### config.mk
export PLATFORM = sky130hd
export DESIGN_NAME = nvm_copy_lock_control
export DESIGN_NICKNAME = d
export VERILOG_FILES = /design/src/rtl/nvm_ctrl_pkg.sv /design/src/rtl/nvm_store.sv /design/src/rtl/nvm_copy_lock_control.sv
export SDC_FILE = /design/constraint.sdc
export NUM_CORES = 1
export LEC_CHECK = 0
export ABC_AREA = 1
export BUFFER_PORTS_ARGS = -buffer_cell sky130_fd_sc_hd__buf_2
export CAP_MARGIN = 15
export CORE_ASPECT_RATIO = 0.75
export CORE_MARGIN = 2
export CORE_UTILIZATION = 45
export DETAILED_ROUTE_END_ITERATION = 10
export PLACE_DENSITY = 0.77
export SLEW_MARGIN = 40
export SYNTH_ARGS = -nofsm -noshare
export SYNTH_HDL_FRONTEND = slang
export SYNTH_HIERARCHICAL = 1
export SYNTH_SLANG_ARGS = --single-unit
### constraint.sdc
create_clock -name i_sys_clk -period 2.2 [get_ports i_sys_clk]
set_input_delay 0.44 -clock i_sys_clk [delete_from_list [all_inputs] [get_ports i_sys_clk]]
set_output_delay 0.44 -clock i_sys_clk [all_outputs]
set_load 0.02 [all_outputs]
### src/rtl/nvm_ctrl_pkg.sv
/*
 * Constants and carrier types for the nonvolatile copy and lock control.
 * Assumes a single 10 MHz device clock and an upstream register access port
 * that presents byte-wide writes and reads at an 8-bit register address.
 */
// What this block does
// - Write-enable one copies selected bits to store
// - Write-enable clears itself when copy completes
// - Protect bit locks store after next copy
// - Locked store rejects all later writes
// - Lock status bit reads one when locked
// - Reserved low bits ignore written data
// - Reserved low bits always read zero
package nvm_ctrl_pkg;

    // ****************************************
    // Register map
    // ****************************************
    localparam logic [7:0] NVM_CONTROL_ADDR = 8'hFF;
    localparam int WEN_BIT = 7;
    localparam int WP_BIT = 6;
    localparam int LOCK_STATUS_BIT = 5;
    localparam logic [7:0] NVM_CONTROL_RESET = 8'h00;

    // ****************************************
    // Store geometry and timing
    // ****************************************
    localparam int STORE_WORDS = 8;
    localparam int STORE_WIDTH = 8;
    localparam int WORD_WRITE_TIME_NS = 1000;
    localparam int CLK_PERIOD_NS = 100;
    localparam int WORD_WRITE_CYCLES =
        (WORD_WRITE_TIME_NS + CLK_PERIOD_NS - 1) / CLK_PERIOD_NS;

    typedef struct packed {
        logic       wr;
        logic       rd;
        logic [7:0] addr;
        logic [7:0] wdata;
    } reg_req_t;

    typedef enum logic [2:0] {
        ST_IDLE = 3'b001,
        ST_COPY = 3'b010,
        ST_DONE = 3'b100
    } copy_state_t;

endpackage

### src/rtl/nvm_store.sv
/*
 * Nonvolatile word array model with a write port that honours the lock.
 * Assumes its writer steps through words one at a time.
 */
`timescale 1ns/10ps
module nvm_store
    import nvm_ctrl_pkg::*;
#(
    parameter int WORDS = STORE_WORDS,
    parameter int WIDTH = STORE_WIDTH
) (
    // Clock and reset
    input wire logic i_sys_clk,
    input wire logic i_rst,
    // Write port
    input wire logic i_we,
    input wire logic i_locked,
    input wire logic [$clog2(WORDS)-1:0] i_addr,
    input wire logic [WIDTH-1:0] i_data,
    // Flat read of every word
    output logic [WORDS*WIDTH-1:0] o_words
);
    logic [WIDTH-1:0] mem [WORDS];
    logic [WIDTH-1:0] next_mem [WORDS];

    always_comb begin
        for (int i = 0; i < WORDS; i++) begin
            next_mem[i] = mem[i];
        end
        if (i_we && !i_locked) begin
            next_mem[i_addr] = i_data;
        end
    end

    always_ff @(posedge i_sys_clk or posedge i_rst) begin
        if (i_rst) begin
            for (int i = 0; i < WORDS; i++) begin
                mem[i] <= '0;
            end
        end else begin
            mem <= next_mem;
        end
    end

    always_comb begin
        for (int i = 0; i < WORDS; i++) begin
            o_words[i*WIDTH +: WIDTH] = mem[i];
        end
    end
endmodule // nvm_store

### src/rtl/nvm_copy_lock_control.sv
/*
 * Control register, copy sequencer and permanent lock for the store.
 * Assumes the register access port runs on i_sys_clk and that the
 * configuration register bits to save arrive as a flat vector.
 * Selection of which configuration bits are saved is made upstream.
 * Reset stands in for a fresh part: it clears the store and the lock.
 */
`timescale 1ns/10ps
module nvm_copy_lock_control
    import nvm_ctrl_pkg::*;
#(
    parameter int WORDS = STORE_WORDS,
    parameter int WIDTH = STORE_WIDTH
) (
    // Clock and reset
    input wire logic i_sys_clk,
    input wire logic i_rst,
    // Register access
    input wire reg_req_t i_req,
    output logic [7:0] o_rdata,
    // Configuration bits to save and saved defaults
    input wire logic [WORDS*WIDTH-1:0] i_cfg_bits,
    output logic [WORDS*WIDTH-1:0] o_stored_bits,
    // Status
    output logic o_copy_busy,
    output logic o_nvm_lock_status
);
    // ****************************************
    // Local sizes and state
    // ****************************************
    localparam int AW = $clog2(WORDS);
    localparam logic [AW-1:0] LAST_WORD = AW'(WORDS - 1);
    // Counter is 8 bits wide: at most 256 cycles per word
    localparam logic [7:0] WAIT_LAST = 8'(WORD_WRITE_CYCLES - 1);

    // Registered state
    copy_state_t state, next_state;
    logic wen, next_wen;
    logic wp, next_wp;
    logic locked, next_locked;
    logic lock_pending, next_lock_pending;
    logic [AW-1:0] word, next_word;
    logic [7:0] wait_cnt, next_wait_cnt;
    logic [7:0] rdata, next_rdata;

    // Strobes and data feed
    logic store_we;
    logic ctrl_wr;
    logic [WIDTH-1:0] word_data;

    assign ctrl_wr = i_req.wr && (i_req.addr == NVM_CONTROL_ADDR);

    // ****************************************
    // Control register
    // ****************************************
    always_comb begin
        next_wen = wen;
        next_wp = wp;
        // Only top bits stored
        // Writes are dropped mid-copy so the running sequence keeps its settings
        if (ctrl_wr && state == ST_IDLE) begin
            next_wen = i_req.wdata[WEN_BIT];
            next_wp = i_req.wdata[WP_BIT];
        end
        if (state == ST_DONE) begin
            next_wen = 1'b0;
        end
    end

    always_ff @(posedge i_sys_clk or posedge i_rst) begin
        if (i_rst) begin
            wen <= NVM_CONTROL_RESET[WEN_BIT];
            wp <= NVM_CONTROL_RESET[WP_BIT];
        end else begin
            wen <= next_wen;
            wp <= next_wp;
        end
    end

    // ****************************************
    // Copy sequencer
    // ****************************************
    always_comb begin
        next_state = state;
        next_word = word;
        next_wait_cnt = wait_cnt;
        store_we = 1'b0;
        unique case (state)
            ST_IDLE: begin
                if (wen) begin
                    next_state = ST_COPY;
                    next_word = '0;
                    next_wait_cnt = '0;
                end
            end
            ST_COPY: begin
                // Wait out the cell write time before programming each word
                if (wait_cnt == WAIT_LAST) begin
                    store_we = !locked;
                    next_wait_cnt = '0;
                    if (word == LAST_WORD) begin
                        // Last word hands over to DONE, where enable and lock change together
                        next_state = ST_DONE;
                    end else begin
                        next_word = word + 1'b1;
                    end
                end else begin
                    next_wait_cnt = wait_cnt + 8'h01;
                end
            end
            ST_DONE: begin
                // One closing cycle, then back to idle
                next_state = ST_IDLE;
            end
        endcase
    end

    always_ff @(posedge i_sys_clk or posedge i_rst) begin
        if (i_rst) begin
            state <= ST_IDLE;
            word <= '0;
            wait_cnt <= '0;
        end else begin
            state <= next_state;
            word <= next_word;
            wait_cnt <= next_wait_cnt;
        end
    end

    // ****************************************
    // Permanent lock
    // ****************************************
    always_comb begin
        next_locked = locked;
        next_lock_pending = lock_pending;
        // Protect bit is sampled as the copy starts, so the lock follows that copy
        if (state == ST_IDLE && wen) begin
            next_lock_pending = wp;
        end
        if (state == ST_DONE) begin
            if (lock_pending) begin
                next_locked = 1'b1;
            end
            next_lock_pending = 1'b0;
        end
    end

    always_ff @(posedge i_sys_clk or posedge i_rst) begin
        if (i_rst) begin
            locked <= NVM_CONTROL_RESET[LOCK_STATUS_BIT];
            lock_pending <= 1'b0;
        end else begin
            locked <= next_locked | locked;
            lock_pending <= next_lock_pending;
        end
    end

    // ****************************************
    // Word feed to the store
    // ****************************************
    // Live bits are read per word; a change mid-copy lands in later words
    // Hold the configuration bits steady for a consistent snapshot
    always_comb begin
        word_data = i_cfg_bits[word*WIDTH +: WIDTH];
    end

    // ****************************************
    // Read data
    // ****************************************
    always_comb begin
        next_rdata = rdata;
        if (i_req.rd) begin
            // Reserved bits read zero
            // Other addresses also read zero
            next_rdata = 8'h00;
            if (i_req.addr == NVM_CONTROL_ADDR) begin
                next_rdata[WEN_BIT] = wen;
                next_rdata[WP_BIT] = wp;
                next_rdata[LOCK_STATUS_BIT] = locked;
            end
        end
    end

    always_ff @(posedge i_sys_clk or posedge i_rst) begin
        if (i_rst) begin
            rdata <= 8'h00;
        end else begin
            rdata <= next_rdata;
        end
    end

    // ****************************************
    // Outputs
    // ****************************************
    assign o_rdata = rdata;
    // Busy also covers the closing cycle in which enable clears
    assign o_copy_busy = (state != ST_IDLE);
    // Lock flag feeds the status bit and the store's write gate
    assign o_nvm_lock_status = locked;

    // ****************************************
    // Store
    // ****************************************
    // Store checks the lock again, so no path can reach a locked cell
    nvm_store #(
        .WORDS(WORDS),
        .WIDTH(WIDTH)
    ) u_store (
        .i_sys_clk(i_sys_clk),
        .i_rst(i_rst),
        .i_we(store_we),
        .i_locked(locked),
        .i_addr(word),
        .i_data(word_data),
        .o_words(o_stored_bits)
    );
endmodule // nvm_copy_lock_control

==> metrics.yaml <==
clock_tree:
  cts.hold.buffers_added: 0
  cts.htree.levels: 3
  cts_sinks: 85
  clk_latency_ns: 0.34
  root_buffer: "sky130_fd_sc_hd__clkbuf_16"
  tritoncts: "yes"
  cts.reportedPaths.clkPinSlew_ns: 0.06
  clk_path_buf_depth: 2
  tritoncts.num_buffers: 9
  cts_post_setup_buffers_inserted: 0
placed_design:
  place.detailed.instances: 823
  detailed_place.area_sq_um: 5200
  gpl.final_weighted_congestion: 0.946
  dp.final_hpwl_microns: 9100
  port_buffers: 146
routing:
  avgRoutedWirePerCell_microns: 14.9
  final_routed_wirelength_microns: 12500
  route.antenna.remaining_nets: 0
  drt-vias-per-instance: 5.23
  drt_pre_antenna_iters: 5
  drt_drc: 0
  first_iter_violations: 278
  via_count: 4392
critical_path:
  crit_path_category: "register to register"
  critical_path.endpoint_type: "register"
  critPathMaxStageDelay_ns: 0.40
  timing.critical_path.max_delay_family: "simple AND/OR/NAND/NOR gates"
  crit_path_max_fanout: 8
  critPathArrivalTime_ns: 2.28
  worstPathCellList: "inv_1 -> ha_1 -> nand3_2 -> nor4_2 -> inv_1 -> nor2_4 -> buf_4 -> nand3_2 -> nand2_1 -> nand2_1"
  critPathBufInv: 3
  required_ns: 2.42
  worstSetupStartpointType: "register"
  critical_path.slowest_cell: "sky130_fd_sc_hd__dfrtp_1"
synthesis:
  post_synth_num_cell_types: 29
  async_flop_share: 1.00
  synth_largest_area_cell: "sky130_fd_sc_hd__dfrtp_1"
  ys_seq_elements: 85
  synth.cell_area_sq_um: 4350
  synthDominantCellAreaShare: 0.483
  synth_sequential_area_ratio: 0.489
  synthFlopType: "sky130_fd_sc_hd__dfrtp_1"
  synth.avg_cell_area_sq_um: 7.75
  synth_warnings: 6
  synth_edf_count: 0
  synth.area.top_cells: "sky130_fd_sc_hd__dfrtp_1 (48%), sky130_fd_sc_hd__nand2_1 (18%), sky130_fd_sc_hd__o21ai_0 (6.2%)"
  synthCells: 561
layout:
  final.fill_count: 886
  final_common_cell: "sky130_fd_sc_hd__nand2_1"
  antenna_cells_inserted: 0
  finished_cell_area_sq_um: 5490
  final_cell_mix: "sky130_fd_sc_hd__nand2_1 (210), sky130_fd_sc_hd__buf_2 (146), sky130_fd_sc_hd__dfrtp_1 (84)"
  layoutNonFillerInstCount: 839
  area_delta_synth_final_pct: 26.2
  share_of_post_route_cells_with_drive_strength_above_1: 0.281
  final_net_count: 790
pwr:
  p_per_area_nw_per_um2: 598
  vdd.ir_drop.worst_mv: 0.306
  static-leakage-power_nw: 2.67
job:
  max_cap_violations: 0
min_path:
  worst_hold_path_type: "input port to async pin"
sta:
  clock.fmax_mhz: 484
  rsz0062_at_grt: "false"
  sum_of_negative_setup_slack_ns: 0
  final-max-slew-violation-count: 0
  final_min_period_over_clock_period: 0.938
  max-slew-margin-rel: 0.593
  final_number_of_setup_violating_endpoints: 0
  hold_viol_final: 0
  worstMarginPinSlew_ns: 0.611
  final_worst_clock_skew_ns: 0.00907
  post-route-min-period_ns: 2.06
die:
  placeableCoreArea_sq_um: 9540
  fp-row-count: 31
  design.die.area_sq_um: 10500
  initial_core_util: 0.456
  boundaryPins: 158
  floorplan.die.width_microns: 118
  fp.dieH_microns: 89.1
global_routing:
  grt_usage: 0.242
  grt_start_max_net_pins: 44
  via_count_of_the_first_global_routing_pass: 4074
  globalRouteOverflowTotal: 0
  antenna_found_initial: 0
  grt_first_pass_wirelength_microns: 19900
status:
  status: "finished clean"
[metal layers]
metal / wire length, microns / up-vias / part of all wire / global-route usage
li1: - / 2095 / - / -
met1: 5180 / 2048 / 0.41 / 0.301
met2: 5950 / 224 / 0.48 / 0.416
met3: 1060 / 25 / 0.085 / 0.0561
met4: 296 / 0 / 0.024 / 0.102
met5: 0 / - / 0 / 0
[power breakdown]
group,switching (mW),internal (mW)
combinational,0.167,0.0959
clock,0.608,0.802
sequential,0.0182,1.59
[synthesized netlist by cell type, types with 2 or more instances]
master                       n
sky130_fd_sc_hd__buf_2      13
sky130_fd_sc_hd__buf_4       6
sky130_fd_sc_hd__clkbuf_1    9
sky130_fd_sc_hd__dfrtp_1    84
sky130_fd_sc_hd__ha_1        4
sky130_fd_sc_hd__inv_1      24
sky130_fd_sc_hd__inv_2       8
sky130_fd_sc_hd__nand2_1   210
sky130_fd_sc_hd__nand3_1    43
sky130_fd_sc_hd__nand3_2     6
sky130_fd_sc_hd__nand3_4     2
sky130_fd_sc_hd__nand4_1     7
sky130_fd_sc_hd__nor2_1     48
sky130_fd_sc_hd__nor2_4      7
sky130_fd_sc_hd__o21ai_0    54
sky130_fd_sc_hd__o21ai_1     5
sky130_fd_sc_hd__o22ai_1    18
sky130_fd_sc_hd__o31ai_1     2
[registers in the layout, indices dropped and copies added (netlist names)]
signal,cells
u_store/o_words,64
wait_cnt,8
o_rdata,3
state,3
word,3
lock_pending,1
o_nvm_lock_status,1
wen,1
wp,1
[worst register-to-register path: stages, from the launching register on]
cell,delay [ns]
sky130_fd_sc_hd__dfrtp_1,0.40
sky130_fd_sc_hd__inv_1,0.08
sky130_fd_sc_hd__ha_1,0.15
sky130_fd_sc_hd__nand3_2,0.13
sky130_fd_sc_hd__nor4_2,0.38
sky130_fd_sc_hd__inv_1,0.12
sky130_fd_sc_hd__nor2_4,0.10
sky130_fd_sc_hd__buf_4,0.18
sky130_fd_sc_hd__nand3_2,0.20
sky130_fd_sc_hd__nand2_1,0.14
sky130_fd_sc_hd__nand2_1,0.07
[final cells by class]
type	instances	area, sq um	area share
sequential	85	2130	0.388
multi-input combinational	419	1970	0.359
timing repair buffer	155	823	0.150
clock buffer	12	246	0.0449
tap	132	165	0.0301
inverter	32	120	0.0219
clock inverter	4	32.5	0.00593
[final timing paths]
path / cells past startpoint / startpoint / to / slack, ns
max in group asynchronous: 3 / i_rst / u_store/o_words[55] / 1.44
min in group i_sys_clk: 3 / i_req[6] / wp / 0.30
hold reg to reg: 2 / u_store/o_words[57] / u_store/o_words[57] / 0.46
hold / removal: 2 / i_rst / o_rdata[7] / 0.12
setup / recovery: 10 / wait_cnt[1] / u_store/o_words[32] / 0.14
setup reg to reg: 10 / wait_cnt[1] / u_store/o_words[32] / 0.14
[logic make-up after synthesis]
| kind of cell | after synthesis | synth area share |
|---|---|---|
| flops | 85 | 0.489 |
| simple gates | 327 | 0.330 |
| other cells | 1 | 0.000862 |
| xor+xnor | 2 | 0.00403 |
| buf+inv | 61 | 0.0619 |
| fa+ha+maj | 4 | 0.0115 |
| compound gates | 81 | 0.102 |
[stage by stage]
stage | util | hold slack [ns] | worst slack (ns) | power [mW]
after floorplan | - | 0.416 | 0.162 | 1.77
after global placement | 0.545 | 0.453 | 0.132 | 1.90
after detailed placement | 0.545 | 0.453 | 0.0555 | 1.90
after CTS | 0.574 | 0.144 | 0.0297 | 3.31
after global routing | 0.575 | 0.151 | 0.00302 | 3.40
final | 0.575 | 0.117 | 0.136 | 3.28
[repair_timing]
item                                    CTS  global route
gates resized for setup                   0             1
endpoints found under the setup margin    0            56
endpoints found under the hold margin     0             0
No activity file was read; power rests on OpenSTA's default activity.
